File: config.mk
export PLATFORM = sky130hd
export DESIGN_NAME = ads_diag_selector
export DESIGN_NICKNAME = d
export VERILOG_FILES = /design/src/core/ads_pkg.sv /design/src/core/ads_route_dec.sv /design/src/core/ads_diag_selector.sv
export VERILOG_INCLUDE_DIRS = /design/src /design/src/core
export SDC_FILE = /design/constraint.sdc
export NUM_CORES = 1
export LEC_CHECK = 0
export BUFFER_PORTS_ARGS = -buffer_cell sky130_fd_sc_hd__buf_2
export CAP_MARGIN = 30
export CORE_ASPECT_RATIO = 0.75
export CORE_MARGIN = 4
export CORE_UTILIZATION = 30
export CTS_CLUSTER_DIAMETER = 100
export DETAILED_ROUTE_END_ITERATION = 7
export HOLD_SLACK_MARGIN = 0.08
export SLEW_MARGIN = 5
export SYNTH_ARGS = -nofsm -noshare
export SYNTH_HDL_FRONTEND = slang
export SYNTH_SLANG_ARGS = --single-unit
File: constraint.sdc
create_clock -name clk -period 3.8 [get_ports clk]
set_input_delay 0 -clock clk [delete_from_list [all_inputs] [get_ports clk]]
set_output_delay 0 -clock clk [all_outputs]
set_load 0.1 [all_outputs]
File: src/core/ads_cfg.svh
// constants for the acquisition diagnostic selector
// assumes a 20 MHz clock and a scan sequencer outside this block
`ifndef ADS_CFG_SVH
`define ADS_CFG_SVH
// diagnostic slot selection codes
`define ADS_SEL_NONE 4'h0
`define ADS_SEL_COMP_PATH 4'h4
`define ADS_SEL_GAIN_CAL 4'h5
`define ADS_SEL_OFFSET_CAL 4'h6
`define ADS_SEL_THERMISTOR_REFERENCE_OFS 4'h9
`define ADS_SEL_ZERO_SCALE 4'hA
`define ADS_SEL_FULL_SCALE 4'hB
`define ADS_SEL_LSAMP_OFS 4'hC
// scan types that use the comparator
`define ADS_SCAN_COMP_A 3'h1
`define ADS_SCAN_COMP_B 3'h2
// threshold converter value for the comparator path diagnostic
`define ADS_DAC_QUARTER 12'h03FF
// result field position inside a slot result register
`define ADS_RES_LSB 2
`define ADS_RES_MSB 15
`define ADS_RES_RESET 16'h0000
`define ADS_FAULT_RESET 2'h0
`endif

File: src/core/ads_pkg.sv
// types for the acquisition diagnostic selector
// assumes ads_cfg.svh for numbers
package ads_pkg;
  // routing choices into the adc front end
  typedef enum logic [2:0] {
    ADS_SRC_CELL, ADS_SRC_PREAMP, ADS_SRC_REF_LS1, ADS_SRC_SHORT_ADC, ADS_SRC_GND_LS1,
    ADS_SRC_GND_THERMISTOR_REFERENCE, ADS_SRC_SHORT_LS, ADS_SRC_NEG_SUPPLY
  } ads_src_e;
  // analog front-end steering for one conversion
  typedef struct packed {
    ads_src_e src;               // input routing
    logic posSupply;             // full-scale source selected
    logic bipolar;               // forced bipolar polarity
    logic chop;                  // two chopped phases
    logic useThrmRef;            // thermistor reference as adc reference
    logic dacFromDiag;           // threshold converter driven by diagnostic
  } ads_route_s;
  // sequencer phase of this block
  typedef enum logic [2:0] {
    ADS_ST_IDLE, ADS_ST_SLOT1, ADS_ST_SLOT2, ADS_ST_ACC, ADS_ST_ZS, ADS_ST_FS, ADS_ST_DONE
  } ads_state_e;
endpackage

File: src/core/ads_route_dec.sv
// decoder from a slot selection code to front-end steering
// assumes the caller supplies the scan style of the current scan
`timescale 1ns/10ps
`include "ads_cfg.svh"
module ads_route_dec (
  input wire logic [3:0] selCode,
  input wire logic conversionSequenceStyle,
  output ads_pkg::ads_route_s route
);
  // pure decode, no state
  always_comb begin
    route = '{src: ads_pkg::ADS_SRC_CELL, posSupply: 1'b0, bipolar: 1'b0,
              chop: ~conversionSequenceStyle, useThrmRef: 1'b0, dacFromDiag: 1'b0};
    unique case (selCode)
      `ADS_SEL_COMP_PATH: begin
        route.src = ads_pkg::ADS_SRC_PREAMP;
        route.dacFromDiag = 1'b1;
      end
      `ADS_SEL_GAIN_CAL: begin
        route.src = ads_pkg::ADS_SRC_REF_LS1;
        route.chop = ~conversionSequenceStyle;
      end
      `ADS_SEL_OFFSET_CAL: begin
        route.bipolar = 1'b1;
        if (conversionSequenceStyle) begin
          route.src = ads_pkg::ADS_SRC_GND_LS1;
          route.chop = 1'b0;
        end else begin
          route.src = ads_pkg::ADS_SRC_SHORT_ADC;
        end
      end
      `ADS_SEL_THERMISTOR_REFERENCE_OFS: begin
        route.src = ads_pkg::ADS_SRC_GND_THERMISTOR_REFERENCE;
        route.useThrmRef = 1'b1;
        route.bipolar = 1'b1;
      end
      `ADS_SEL_LSAMP_OFS: begin
        route.src = ads_pkg::ADS_SRC_SHORT_LS;
        route.bipolar = 1'b1;
        route.chop = 1'b0; // offset must stay visible
      end
      `ADS_SEL_ZERO_SCALE: begin
        route.src = ads_pkg::ADS_SRC_NEG_SUPPLY;
        route.bipolar = 1'b1;
      end
      `ADS_SEL_FULL_SCALE: begin
        route.src = ads_pkg::ADS_SRC_NEG_SUPPLY;
        route.posSupply = 1'b1;
        route.bipolar = 1'b1;
      end
      default: begin
        // other codes leave the normal cell path in place
      end
    endcase
  end
endmodule

File: src/core/ads_diag_selector.sv
// acquisition diagnostic selector: end-of-scan diagnostic sequencing
// assumes an outside scan engine that converts on convStart and answers convDone
//
// How it works
// - diagnostic result lands in bits 15:2
// - code 0100 routes preamp, converter 03FFh
// - accuracy check only comparator scans, enabled
// - accuracy check: reference in, limits drive converter
// - over and under limit flags set
// - ideal comparator at 3FFh trips over only
// - accuracy check once after last oversample
// - gain check chops in pyramid only
// - offset check shorts per style, bipolar
// - thermistor offset grounded, bipolar
// - amplifier offset shorted, bipolar, unchopped
// - zero scale uses negative supply, bipolar
// - full scale uses positive supply, bipolar
// - stuck check appends zero/full pair
`timescale 1ns/10ps
`include "ads_cfg.svh"
module ads_diag_selector (
  input wire logic clk,
  input wire logic rst,
  input wire logic scanEnd,                 // pulse: last oversample finished
  input wire logic [2:0] scanTypeField,
  input wire logic conversionSequenceStyle, // 0 pyramid, 1 ramp
  input wire logic [3:0] diagSlotOneSelect,
  input wire logic [3:0] diagSlotTwoSelect,
  input wire logic compAccuracyCheckEnable,
  input wire logic endScanStuckCheckEnable,
  input wire logic [11:0] accuracyHighLimit,
  input wire logic [11:0] accuracyLowLimit,
  input wire logic convDone,                // pulse: conversion finished
  input wire logic [13:0] convResult,
  input wire logic compTrip,                // comparator output with convDone
  input wire logic faultClear,              // pulse: clear accuracy flags
  output logic convStart,
  output ads_pkg::ads_route_s route,
  output logic [11:0] thresholdDac,
  output logic ls2RefSelect,
  output logic [15:0] diagSlotOneResult,
  output logic [15:0] diagSlotTwoResult,
  output logic [1:0] faultStatusTwo,        // bit1 over, bit0 under
  output logic [13:0] stuckZeroResult,
  output logic [13:0] stuckFullResult,
  output logic seqBusy
);
  ads_pkg::ads_state_e state_reg, state_next;
  logic waiting_reg;          // conversion issued, result pending
  logic accHighPhase_reg;     // accuracy check phase: high then low
  ads_pkg::ads_route_s slotRoute; // decoded steering of the active slot
  logic [3:0] activeSel;      // slot code of the current phase
  logic accWanted;            // accuracy check allowed this scan
  logic [15:0] resWord;       // result placed in register field

  // placement of the 14-bit value
  function automatic logic [15:0] placeResult(input logic [13:0] r);
    placeResult = {r, 2'b00};
  endfunction

  // gate: only comparator scans with enable set
  assign accWanted = compAccuracyCheckEnable &&
                     (scanTypeField == `ADS_SCAN_COMP_A ||
                      scanTypeField == `ADS_SCAN_COMP_B);
  assign resWord = placeResult(convResult);

  // code feeding the shared decoder
  always_comb begin
    unique case (state_reg)
      ads_pkg::ADS_ST_SLOT1: activeSel = diagSlotOneSelect;
      ads_pkg::ADS_ST_SLOT2: activeSel = diagSlotTwoSelect;
      ads_pkg::ADS_ST_ZS: activeSel = `ADS_SEL_ZERO_SCALE;
      ads_pkg::ADS_ST_FS: activeSel = `ADS_SEL_FULL_SCALE;
      default: activeSel = `ADS_SEL_NONE;
    endcase
  end

  ads_route_dec uDec (
    .selCode(activeSel),
    .conversionSequenceStyle(conversionSequenceStyle),
    .route(slotRoute)
  );

  // front-end steering; idle and done phases fall back to cell path
  always_comb begin
    route = slotRoute;
    ls2RefSelect = (state_reg == ads_pkg::ADS_ST_ACC);
    if (state_reg == ads_pkg::ADS_ST_ACC) begin
      thresholdDac = accHighPhase_reg ? accuracyHighLimit : accuracyLowLimit;
    end else if (slotRoute.dacFromDiag) begin
      thresholdDac = `ADS_DAC_QUARTER;
    end else begin
      thresholdDac = accuracyHighLimit;
    end
  end

  // next phase after a finished step; skips unused steps
  function automatic ads_pkg::ads_state_e after(input ads_pkg::ads_state_e s,
                                                input logic acc, input logic stuck,
                                                input logic [3:0] s2);
    ads_pkg::ads_state_e n;
    n = s;
    if (s == ads_pkg::ADS_ST_SLOT1) begin
      n = (s2 != `ADS_SEL_NONE) ? ads_pkg::ADS_ST_SLOT2 : ads_pkg::ADS_ST_IDLE;
    end
    if (n == ads_pkg::ADS_ST_IDLE || s == ads_pkg::ADS_ST_SLOT2) begin
      n = acc ? ads_pkg::ADS_ST_ACC : (stuck ? ads_pkg::ADS_ST_ZS : ads_pkg::ADS_ST_DONE);
    end
    if (s == ads_pkg::ADS_ST_ACC) begin
      n = stuck ? ads_pkg::ADS_ST_ZS : ads_pkg::ADS_ST_DONE;
    end
    if (s == ads_pkg::ADS_ST_ZS) begin
      n = ads_pkg::ADS_ST_FS;
    end
    if (s == ads_pkg::ADS_ST_FS) begin
      n = ads_pkg::ADS_ST_DONE;
    end
    after = n;
  endfunction

  // phase sequencing; one pass per scan end
  always_comb begin
    state_next = state_reg;
    unique case (state_reg)
      ads_pkg::ADS_ST_IDLE: begin
        if (scanEnd) begin
          state_next = (diagSlotOneSelect != `ADS_SEL_NONE) ? ads_pkg::ADS_ST_SLOT1 :
                       after(ads_pkg::ADS_ST_SLOT1, accWanted, endScanStuckCheckEnable,
                             diagSlotTwoSelect);
        end
      end
      ads_pkg::ADS_ST_ACC: begin
        if (waiting_reg && convDone && !accHighPhase_reg) begin
          state_next = after(state_reg, accWanted, endScanStuckCheckEnable,
                             diagSlotTwoSelect);
        end
      end
      ads_pkg::ADS_ST_DONE: state_next = ads_pkg::ADS_ST_IDLE;
      default: begin
        if (waiting_reg && convDone) begin
          state_next = after(state_reg, accWanted, endScanStuckCheckEnable,
                             diagSlotTwoSelect);
        end
      end
    endcase
  end

  // state register
  always_ff @(posedge clk) begin
    if (rst) begin
      state_reg <= ads_pkg::ADS_ST_IDLE;
    end else begin
      state_reg <= state_next;
    end
  end

  // conversion handshake: one start per step, two in the accuracy check (high then low), wait for done
  always_ff @(posedge clk) begin
    if (rst) begin
      waiting_reg <= 1'b0;
    end else if (convStart) begin
      waiting_reg <= 1'b1;
    end else if (convDone) begin
      waiting_reg <= 1'b0;
    end
  end
  assign convStart = !waiting_reg && state_reg != ads_pkg::ADS_ST_IDLE &&
                     state_reg != ads_pkg::ADS_ST_DONE;
  assign seqBusy = (state_reg != ads_pkg::ADS_ST_IDLE);

  // accuracy check: high limit first, then low limit
  always_ff @(posedge clk) begin
    if (rst) begin
      accHighPhase_reg <= 1'b1;
    end else if (state_reg != ads_pkg::ADS_ST_ACC) begin
      accHighPhase_reg <= 1'b1;
    end else if (waiting_reg && convDone) begin
      accHighPhase_reg <= 1'b0;
    end
  end

  // slot result registers
  always_ff @(posedge clk) begin
    if (rst) begin
      diagSlotOneResult <= `ADS_RES_RESET;
      diagSlotTwoResult <= `ADS_RES_RESET;
    end else if (waiting_reg && convDone) begin
      if (state_reg == ads_pkg::ADS_ST_SLOT1) begin
        diagSlotOneResult <= resWord;
      end
      if (state_reg == ads_pkg::ADS_ST_SLOT2) begin
        diagSlotTwoResult <= resWord;
      end
    end
  end

  // stuck-bit pair results
  always_ff @(posedge clk) begin
    if (rst) begin
      stuckZeroResult <= '0;
      stuckFullResult <= '0;
    end else if (waiting_reg && convDone) begin
      if (state_reg == ads_pkg::ADS_ST_ZS) begin
        stuckZeroResult <= convResult;
      end
      if (state_reg == ads_pkg::ADS_ST_FS) begin
        stuckFullResult <= convResult;
      end
    end
  end

  // sticky accuracy flags; a trip in the clear cycle still sets
  // compTrip high means the reference exceeds the programmed limit
  always_ff @(posedge clk) begin
    if (rst) begin
      faultStatusTwo <= `ADS_FAULT_RESET;
    end else begin
      if (state_reg == ads_pkg::ADS_ST_ACC && waiting_reg && convDone) begin
        if (accHighPhase_reg) begin
          faultStatusTwo[1] <= compTrip || (faultStatusTwo[1] && !faultClear);
          faultStatusTwo[0] <= faultStatusTwo[0] && !faultClear;
        end else begin
          faultStatusTwo[0] <= !compTrip || (faultStatusTwo[0] && !faultClear);
          faultStatusTwo[1] <= faultStatusTwo[1] && !faultClear;
        end
      end else if (faultClear) begin
        faultStatusTwo <= `ADS_FAULT_RESET;
      end
    end
  end
endmodule

==> out/metrics.csv, run 1 <==
stage,metric,value,unit
min_path,whs_endpoint,state_reg[0],
worst_setup_path,r2r-end,diagSlotOneResult[7],
place,place_ws,1.27,ns
routing,via_per_inst,4.77,
timing,relSlewSlack,0.338,
die,start_util,0.308,
worst_setup_path,critPathKind,register to output port,
status,status,"finished, final reports clean",
routing,ant_nets,0,
min_path,hp-class,primary input to register,
timing,fin_setup_tns,0,ns
routing,routed_wl,9.97,mm
worst_setup_path,worst-path-buf-inv,1,
timing,postLayoutSetupSlackWorst,0.896,ns
worst_setup_path,cp-end-kind,output port,
synthesis,syn_area,0.00298,mm²
place,dp_hpwl,7.39,mm
clock_tree,clock_sinks,63,
timing,hold_slack,0.169,ns
timing,fin_crit_sh,0.764,
synthesis,synthArstFlopShare,0,
clock_tree,htree_num_levels,3,
synthesis,synth_edf_count,0,
routing,drtPass1Iterations,5,
synthesis,syn_avg_cell_area,7.35,µm²
grt,antenna_found_initial,0,
synthesis,synth.distinct_cells,47,
min_path,worstHoldStart,diagSlotTwoSelect[0],
place,dp_cells,649,
timing,final_hold_viol_count,0,
die,core_area,0.00970,mm²
die,die_x,123,µm
clock_tree,ctsRootBufferMaster,clkbuf_16,
final_layout,postLayoutCoreUtil,0.433,
timing,layout_min_cycle_time,2.90,ns
place,place_area,0.00370,mm²
clock_tree,numCtsBuffers,9,
power,p_total,2.96,mW
worst_setup_path,start_kind,register,
grt,grt_remaining_overflow,0,
die,rows,31,
clock_tree,post_cts_buffers,0,
synthesis,yosysSeqAreaShare,0.423,
timing,tightest_slew,0.987,ns
power,power_leakage,1.81,nW
final_layout,stdcell_area,0.00420,mm²
die,top_level_ports,143,
worst_setup_path,slowest_delay,0.93,ns
power,power_density,705,mW/mm²
clock_tree,tritoncts,done,
routing,initialDrtViolationCount,251,
final_layout,layout-drive-gt1-share,0.308,
worst_setup_path,cp_slowest_cell,dfxtp_1,
worst_setup_path,critPathMaxFanout,29,
place,portBuffers,138,
power,irDropWorstVdd,0.000471,V
final_layout,final_cell_mix,"buf_2 (138), nand2_1 (129), a21oi_1 (73), dfxtp_1 (63), nor2_1 (33)",
die,die_h,94.4,µm
timing,finalClockSkew,0.00831,ns
grt,grt_pass1_vias,2989,
timing,fmax,344,MHz
final_layout,n_antenna_cell,0,
worst_setup_path,reg2regPathDepth,4,
final_layout,final_cells,684,
die,die_area,0.0116,mm²
routing,drcViolationCount,0,
clock_tree,cts-resized-gates,0,
final_layout,fin_nets,605,
grt,grtUsageTotal,0.167,
timing,rsz0062_at_grt,false,
synthesis,synth-seq-cells,63,
final_layout,area_delta_synth_final,40.8,%
grt,grt_pass1_wl,15.3,mm
synthesis,synth_flop_cell,dfxtp_1,
min_path,holdPathStages,5,
grt,grt_max_degree,52,
worst_setup_path,arrival,2.90,ns
timing,finalSetupViolations,0,
synthesis,ys_warn_count,0,
clock_tree,clkTransAtPathRegs,0.06,ns
worst_setup_path,worst_r2r_startpoint,state_reg[0],
worst_setup_path,crit_required,3.80,ns
worst_setup_path,rrSetupSlack,1.49,ns
clock_tree,clkLatencyLatePin,0.33,ns
timing,maxSlewViolCount,0,
flow_run,drv_cap,0,
routing,wl_per_cell,14.6,µm
worst_setup_path,cp_cell_sequence,"nor3b_2, a2bb2oi_1, nand4_2, a21oi_1, buf_2",
worst_setup_path,crit_family,flip-flops,
clock_tree,clock_path_buffers,2,
place,gp_congestion,0.876,
synthesis,synthCells,406,
final_layout,final_common_cell,buf_2,
routing,dr_total_vias,3263,
Yosys cell counts (4+ instances only):
master    instances  share of area
o21ai_0           6          0.010
buf_4            10          0.025
nand2b_1          4         0.0084
clkbuf_1         12          0.015
nor2_1           33          0.042
buf_2             8          0.013
a21oi_1          73           0.12
nor2b_1           4         0.0084
dfxtp_1          63           0.42
nand3b_1          4          0.010
nand2_1         129           0.16
nor3_1            6          0.010
layout make-up:
type                    count  area [µm²]
well taps                 132         165
clock inverters             6        70.1
repair buffers            159         906
multi-input cells         312        1550
flip-flops and latches     63        1260
clock buffers              10         239
inverters                   2        7.51
fillers                   991        5500
where the power goes:
| group | switching (mW) | internal [mW] | total, mW | leakage [nW] |
|---|---|---|---|---|
| Clock | 0.306 | 0.527 | 0.833 | 0.141 |
| Combinational | 1.06 | 0.272 | 1.33 | 1.16 |
| Sequential | 0.0986 | 0.703 | 0.801 | 0.509 |
worst reg2reg max path, delay by kind of cell (launching register included):
| kind | cells | cell delay [ns] |
|---|---|---|
| compound gates | 1 | 0.17 |
| simple gates | 3 | 1.14 |
| flops | 1 | 0.93 |
logic make-up (layout without fill, tap and decap cells):
kind of cell | Yosys count | in the layout | synth area share
mux | 1 | 1 | 0.00335
other cells | 1 | 4 | 0.00126
buf+inv | 34 | 177 | 0.0612
simple gates | 204 | 204 | 0.308
flops | 63 | 63 | 0.423
compound gates | 102 | 102 | 0.201
xor+xnor | 1 | 1 | 0.00294
per-layer routing:
metal,up-vias,part of all wire,GRT usage
met3,20,0.062,0.0509
met2,96,0.47,0.258
met1,1504,0.45,0.230
met4,0,0.013,0.0387
met5,-,0,0
li1,1643,-,-
worst max-delay path by stage:
stage            startpoint               to  slack, ns  cells past startpoint
2_1_floorplan  state_reg[0]         route[3]       0.56                      6
3_3_place_gp   state_reg[0]  thresholdDac[4]       1.44                      5
3_5_place_dp   state_reg[0]  thresholdDac[4]       1.27                      5
4_1_cts        state_reg[0]  thresholdDac[4]       0.92                      5
5_1_grt        state_reg[0]  thresholdDac[2]       0.66                      5
6_report       state_reg[0]  thresholdDac[4]       0.90                      5
what timing repair did:
action                     CTS  global route
hold endpoints to repair    61             0
hold buffers                18             0
setup endpoints to repair    0             0
Note: power is estimated with default switching activity, not from simulation.
==> inputs of run 2 (changes only) <==
==> constraint.sdc (replaced) <==
create_clock -name clk -period 2.5 [get_ports clk]
set_input_delay 0 -clock clk [delete_from_list [all_inputs] [get_ports clk]]
set_output_delay 0 -clock clk [all_outputs]
set_load 0.1 [all_outputs]
==> run 2 against run 1 <==
Die area did not move. Clock power up 64%. Worst hold slack got worse by 0.015 ns. Final cell count rose by 0.73%. Critical endpoint is now route[3]. Highest routed layer unchanged.
==> out/metrics.csv, run 2 (synthesis gave the netlist of run 1 again) <==
stage,metric,value,unit
place,dp_hpwl,7.54,mm
place,dp_cells,657,
routing,ant_nets,0,
clock_tree,clock_sinks,63,
clock_tree,clkLatencyLatePin,0.31,ns
clock_tree,htree_num_levels,3,
timing,finalSetupViolations,0,
routing,drcViolationCount,0,
routing,via_per_inst,4.74,
flow_run,drv_cap,0,
grt,grtUsageTotal,0.166,
timing,final_hold_viol_count,0,
timing,layout_min_cycle_time,2.33,ns
timing,tightest_slew,0.930,ns
min_path,hp-class,primary input to register,
timing,maxSlewViolCount,0,
final_layout,area_delta_synth_final,52.9,%
routing,initialDrtViolationCount,257,
timing,finalClockSkew,0.00564,ns
clock_tree,tritoncts,done,
worst_setup_path,arrival,2.33,ns
timing,rsz0062_at_grt,false,
clock_tree,ctsRootBufferMaster,clkbuf_16,
clock_tree,numCtsBuffers,9,
final_layout,n_antenna_cell,0,
clock_tree,clkTransAtPathRegs,0.05,ns
timing,postLayoutSetupSlackWorst,0.173,ns
final_layout,layout-drive-gt1-share,0.330,
worst_setup_path,start_kind,register,
timing,fmax,430,MHz
power,power_density,1090,mW/mm²
grt,grt_pass1_wl,15.2,mm
final_layout,n_fill_cell,984,
worst_setup_path,slowest_delay,0.61,ns
die,top_level_ports,143,
place,place_ws,0.415,ns
routing,drtPass1Iterations,4,
grt,grt_pass1_vias,2878,
final_layout,final_cells,689,
grt,grt_remaining_overflow,0,
die,core_area,0.00970,mm²
timing,hold_slack,0.155,ns
worst_setup_path,critPathMaxFanout,13,
timing,relSlewSlack,0.377,
worst_setup_path,critPathKind,register to output port,
timing,fin_setup_tns,0,ns
final_layout,fin_nets,611,
timing,fin_crit_sh,0.931,
worst_setup_path,cp_cell_sequence,"nor3b_2, a2bb2oi_2, nor2_1, nor2_1, o21ai_1, buf_12",
place,place_area,0.00405,mm²
place,portBuffers,138,
status,status,"finished, final reports clean",
clock_tree,clock_path_buffers,2,
power,power_leakage,1.95,nW
die,start_util,0.308,
die,die_x,123,µm
die,rows,31,
place,gp_congestion,0.860,
grt,antenna_found_initial,0,
final_layout,postLayoutCoreUtil,0.471,
worst_setup_path,cp_slowest_cell,dfxtp_1,
final_layout,final_cell_mix,"nand2_1 (129), buf_2 (120), a21oi_1 (66), dfxtp_1 (63), nor2_1 (33)",
power,irDropWorstVdd,0.000521,V
die,die_h,94.4,µm
routing,routed_wl,10.2,mm
power,p_total,4.96,mW
final_layout,stdcell_area,0.00456,mm²
worst_setup_path,critPathMostFrequentCell,nor2_1,
die,die_area,0.0116,mm²
worst_setup_path,crit_required,2.50,ns
final_layout,final_common_cell,nand2_1,
routing,dr_total_vias,3268,
routing,wl_per_cell,14.8,µm
worst_setup_path,cp-end-kind,output port,
grt,grt_max_degree,33,
## run 2: cell types whose count changed in the layout (fill, tap and decap cells not counted), moves of 3 or more
cell	previous run	this run
a21oi_2	3	10
o21ai_0	6	3
buf_12	1	18
buf_2	138	120
a21oi_1	73	66
clkinvlp_4	3	0
buf_4	2	10
o21ai_1	0	3
## run 2: worst max-delay path, delay by kind of cell, from the launching register on
family,cells,cell delay (ns)
AOI/OAI and AO/OA,2,0.39
buffers and inverters,1,0.21
DFF,1,0.61
and+or+nand+nor,3,0.79
## run 2: path summary, 6_finish.rpt
check,slack (ns),to,cells past startpoint,startpoint
worst max-delay path,0.17,route[3],6,state_reg[1]
worst min-delay path,0.15,state_reg[1],4,endScanStuckCheckEnable
worst max register to register,0.41,faultStatusTwo[1],5,state_reg[1]
worst min register to register,0.45,diagSlotTwoResult[11],2,diagSlotTwoResult[11]
## run 2: what timing repair did
item,in CTS,in global routing
endpoints found under the hold margin,58,0
buffers inserted,0,0
resized for setup,0,1
hold buffers,17,0
setup endpoints to repair,0,6
## run 2: area by class of cell
type | instances | area, µm² | area share
clock buffer | 12 | 267 | 0.0584
multi-input combinational | 312 | 1590 | 0.349
inverter | 2 | 7.51 | 0.00165
clock inverter | 3 | 65.1 | 0.0143
sequential | 63 | 1260 | 0.276
timing repair buffer | 165 | 1210 | 0.264
tap | 132 | 165 | 0.0362
## run 2: power by group
group / total, mW / internal, mW / switching [mW] / leakage (nW)
logic: 2.45 / 0.693 / 1.76 / 1.28
clock network: 1.37 / 0.946 / 0.419 / 0.165
registers: 1.14 / 1.07 / 0.0742 / 0.509
## run 2: layer usage
layer,part of all wire,up-vias,track usage
li1,-,1648,-
met1,0.49,1523,0.250
met2,0.45,93,0.244
met3,0.052,4,0.0377
met4,0.0042,0,0.0249
met5,0,-,0
==> inputs of run 3 (changes only) <==
--- a/config.mk
+++ b/config.mk
@@ -14,6 +14,7 @@
 export CTS_CLUSTER_DIAMETER = 100
 export DETAILED_ROUTE_END_ITERATION = 7
 export HOLD_SLACK_MARGIN = 0.08
+export SETUP_SLACK_MARGIN = 0.05
 export SLEW_MARGIN = 5
 export SYNTH_ARGS = -nofsm -noshare
 export SYNTH_HDL_FRONTEND = slang
==> constraint.sdc (replaced) <==
create_clock -name clk -period 2 [get_ports clk]
set_input_delay 0 -clock clk [delete_from_list [all_inputs] [get_ports clk]]
set_output_delay 0 -clock clk [all_outputs]
set_load 0.1 [all_outputs]
==> run 3 against run 2 <==
Utilization up 4.8 points. Wire length up 9.6%. Count of clock-buffer cells in the layout up 1. Design area up 10%. Setup slack worse by 0.15 ns. Die area unchanged. Register-to-register slack worse by 0.23 ns. Power up 33%. Non-clock buffer count up 20. Combinational power up 53%. Clock power up 4%. Largest power group unchanged.
==> out/metrics.csv, run 3 (synthesis gave the netlist of run 1 again) <==
stage,metric,value,unit
grt,grt_max_degree,37,
grt,grt_pass1_wl,16.8,mm
die,start_util,0.308,
die,top_level_ports,143,
grt,grt_remaining_overflow,0,
final_layout,final_common_cell,nand2_1,
place,place_area,0.00428,mm²
final_layout,fin_nets,631,
timing,finalSetupViolations,0,
worst_setup_path,critPathKind,register to output port,
place,place_ws,0.169,ns
final_layout,n_antenna_cell,0,
timing,finalClockSkew,0.00400,ns
power,power_leakage,2.11,nW
clock_tree,clkLatencyLatePin,0.32,ns
timing,fin_crit_sh,0.989,
worst_setup_path,critPathMostFrequentCell,buf_12,
routing,wl_per_cell,15.7,µm
final_layout,postLayoutCoreUtil,0.519,
clock_tree,clock_path_buffers,2,
timing,fmax,506,MHz
grt,grtUsageTotal,0.183,
min_path,hp-class,primary input to register,
routing,dr_total_vias,3439,
final_layout,layout-drive-gt1-share,0.396,
routing,ant_nets,0,
place,dp_hpwl,7.96,mm
worst_setup_path,arrival,1.98,ns
die,die_x,123,µm
clock_tree,clock_sinks,63,
timing,relSlewSlack,0.572,
timing,fin_setup_tns,0,ns
clock_tree,ctsRootBufferMaster,clkbuf_16,
timing,final_hold_viol_count,0,
timing,layout_min_cycle_time,1.98,ns
flow_run,drv_cap,0,
place,portBuffers,138,
timing,tightest_slew,0.642,ns
power,irDropWorstVdd,0.000580,V
timing,maxSlewViolCount,0,
routing,routed_wl,11.2,mm
worst_setup_path,cp_cell_sequence,"buf_12, nand3b_1, a21oi_4, nand4_4, buf_12, a21oi_4, buf_12",
clock_tree,htree_num_levels,3,
worst_setup_path,crit_required,2.00,ns
worst_setup_path,start_kind,register,
final_layout,stdcell_area,0.00503,mm²
die,die_area,0.0116,mm²
routing,drcViolationCount,0,
grt,antenna_found_initial,0,
worst_setup_path,cp-end-kind,output port,
power,power_density,1310,mW/mm²
worst_setup_path,cp_slowest_cell,dfxtp_4,
clock_tree,numCtsBuffers,9,
final_layout,final_cell_mix,"nand2_1 (127), buf_2 (116), a21oi_1 (61), dfxtp_1 (60), nor2_1 (29)",
status,status,"finished, final reports clean",
routing,drtPass1Iterations,4,
worst_setup_path,slowest_delay,0.36,ns
power,p_total,6.60,mW
routing,via_per_inst,4.84,
routing,initialDrtViolationCount,281,
die,core_area,0.00970,mm²
final_layout,area_delta_synth_final,68.5,%
worst_setup_path,crit_family,buffers and inverters,
grt,grt_pass1_vias,3305,
clock_tree,tritoncts,done,
clock_tree,clkTransAtPathRegs,0.05,ns
die,rows,31,
timing,postLayoutSetupSlackWorst,0.0225,ns
worst_setup_path,worst-path-buf-inv,3,
place,gp_congestion,0.885,
timing,rsz0062_at_grt,true,
worst_setup_path,critPathMaxFanout,12,
die,die_h,94.4,µm
-- run 3: where the power goes --
part	internal, mW	total (mW)	switching, mW	leakage [nW]
clock	0.901	1.42	0.523	0.136
combinational	1.27	3.75	2.48	1.46
sequential	1.34	1.43	0.0878	0.510
total	3.52	6.60	3.09	2.11
-- run 3: final cells by class --
cell class	count	area, µm²
clock buffers	13	260
multi-input cells	312	1830
repair buffers	185	1480
well taps	132	165
inverters	2	7.51
fillers	945	4670
flip-flops and latches	63	1270
clock inverters	3	17.5
-- run 3: metal layers --
metal | vias up | part of all wire | global-route usage
met1 | 1614 | 0.44 | 0.251
li1 | 1691 | - | -
met5 | - | 0 | 0
met2 | 114 | 0.48 | 0.294
met4 | 0 | 0.019 | 0.0590
met3 | 20 | 0.061 | 0.0317
-- run 3: tightest hold or removal path, stage by stage --
cell and delay (ns):
buf_2 0.10, nor4_2 0.07, nand2b_1 0.07, a211o_1 0.11
a311oi_1 0.09
-- run 3: path summary, 6_finish.rpt --
kind                        startpoint                 end  slack (ns)  depth (start not counted)
hold reg to reg     stuckFullResult[9]  stuckFullResult[9]        0.45                          2
setup reg to reg          state_reg[1]   faultStatusTwo[1]        0.18                          6
setup / recovery          state_reg[1]     thresholdDac[7]        0.02                          7
hold / removal    diagSlotTwoSelect[2]        state_reg[0]        0.18                          5
-- run 3: per-stage QoR --
| step | hold slack (ns) | std cells |
|---|---|---|
| 2_1_floorplan | 0.0999 | 409 |
| 3_3_place_gp | 0.275 | 665 |
| 3_5_place_dp | 0.283 | 665 |
| 4_1_cts | 0.168 | 706 |
| 5_1_grt | 0.216 | 710 |
| 6_report | 0.179 | 710 |
-- run 3: timing repair --
item	CTS	global route
hold buffers	17	0
pin swaps	3	4
hold endpoints to repair	58	0
endpoints found under the setup margin	18	21
cloned	0	2
gates resized for setup	14	32
setup buffers	8	2
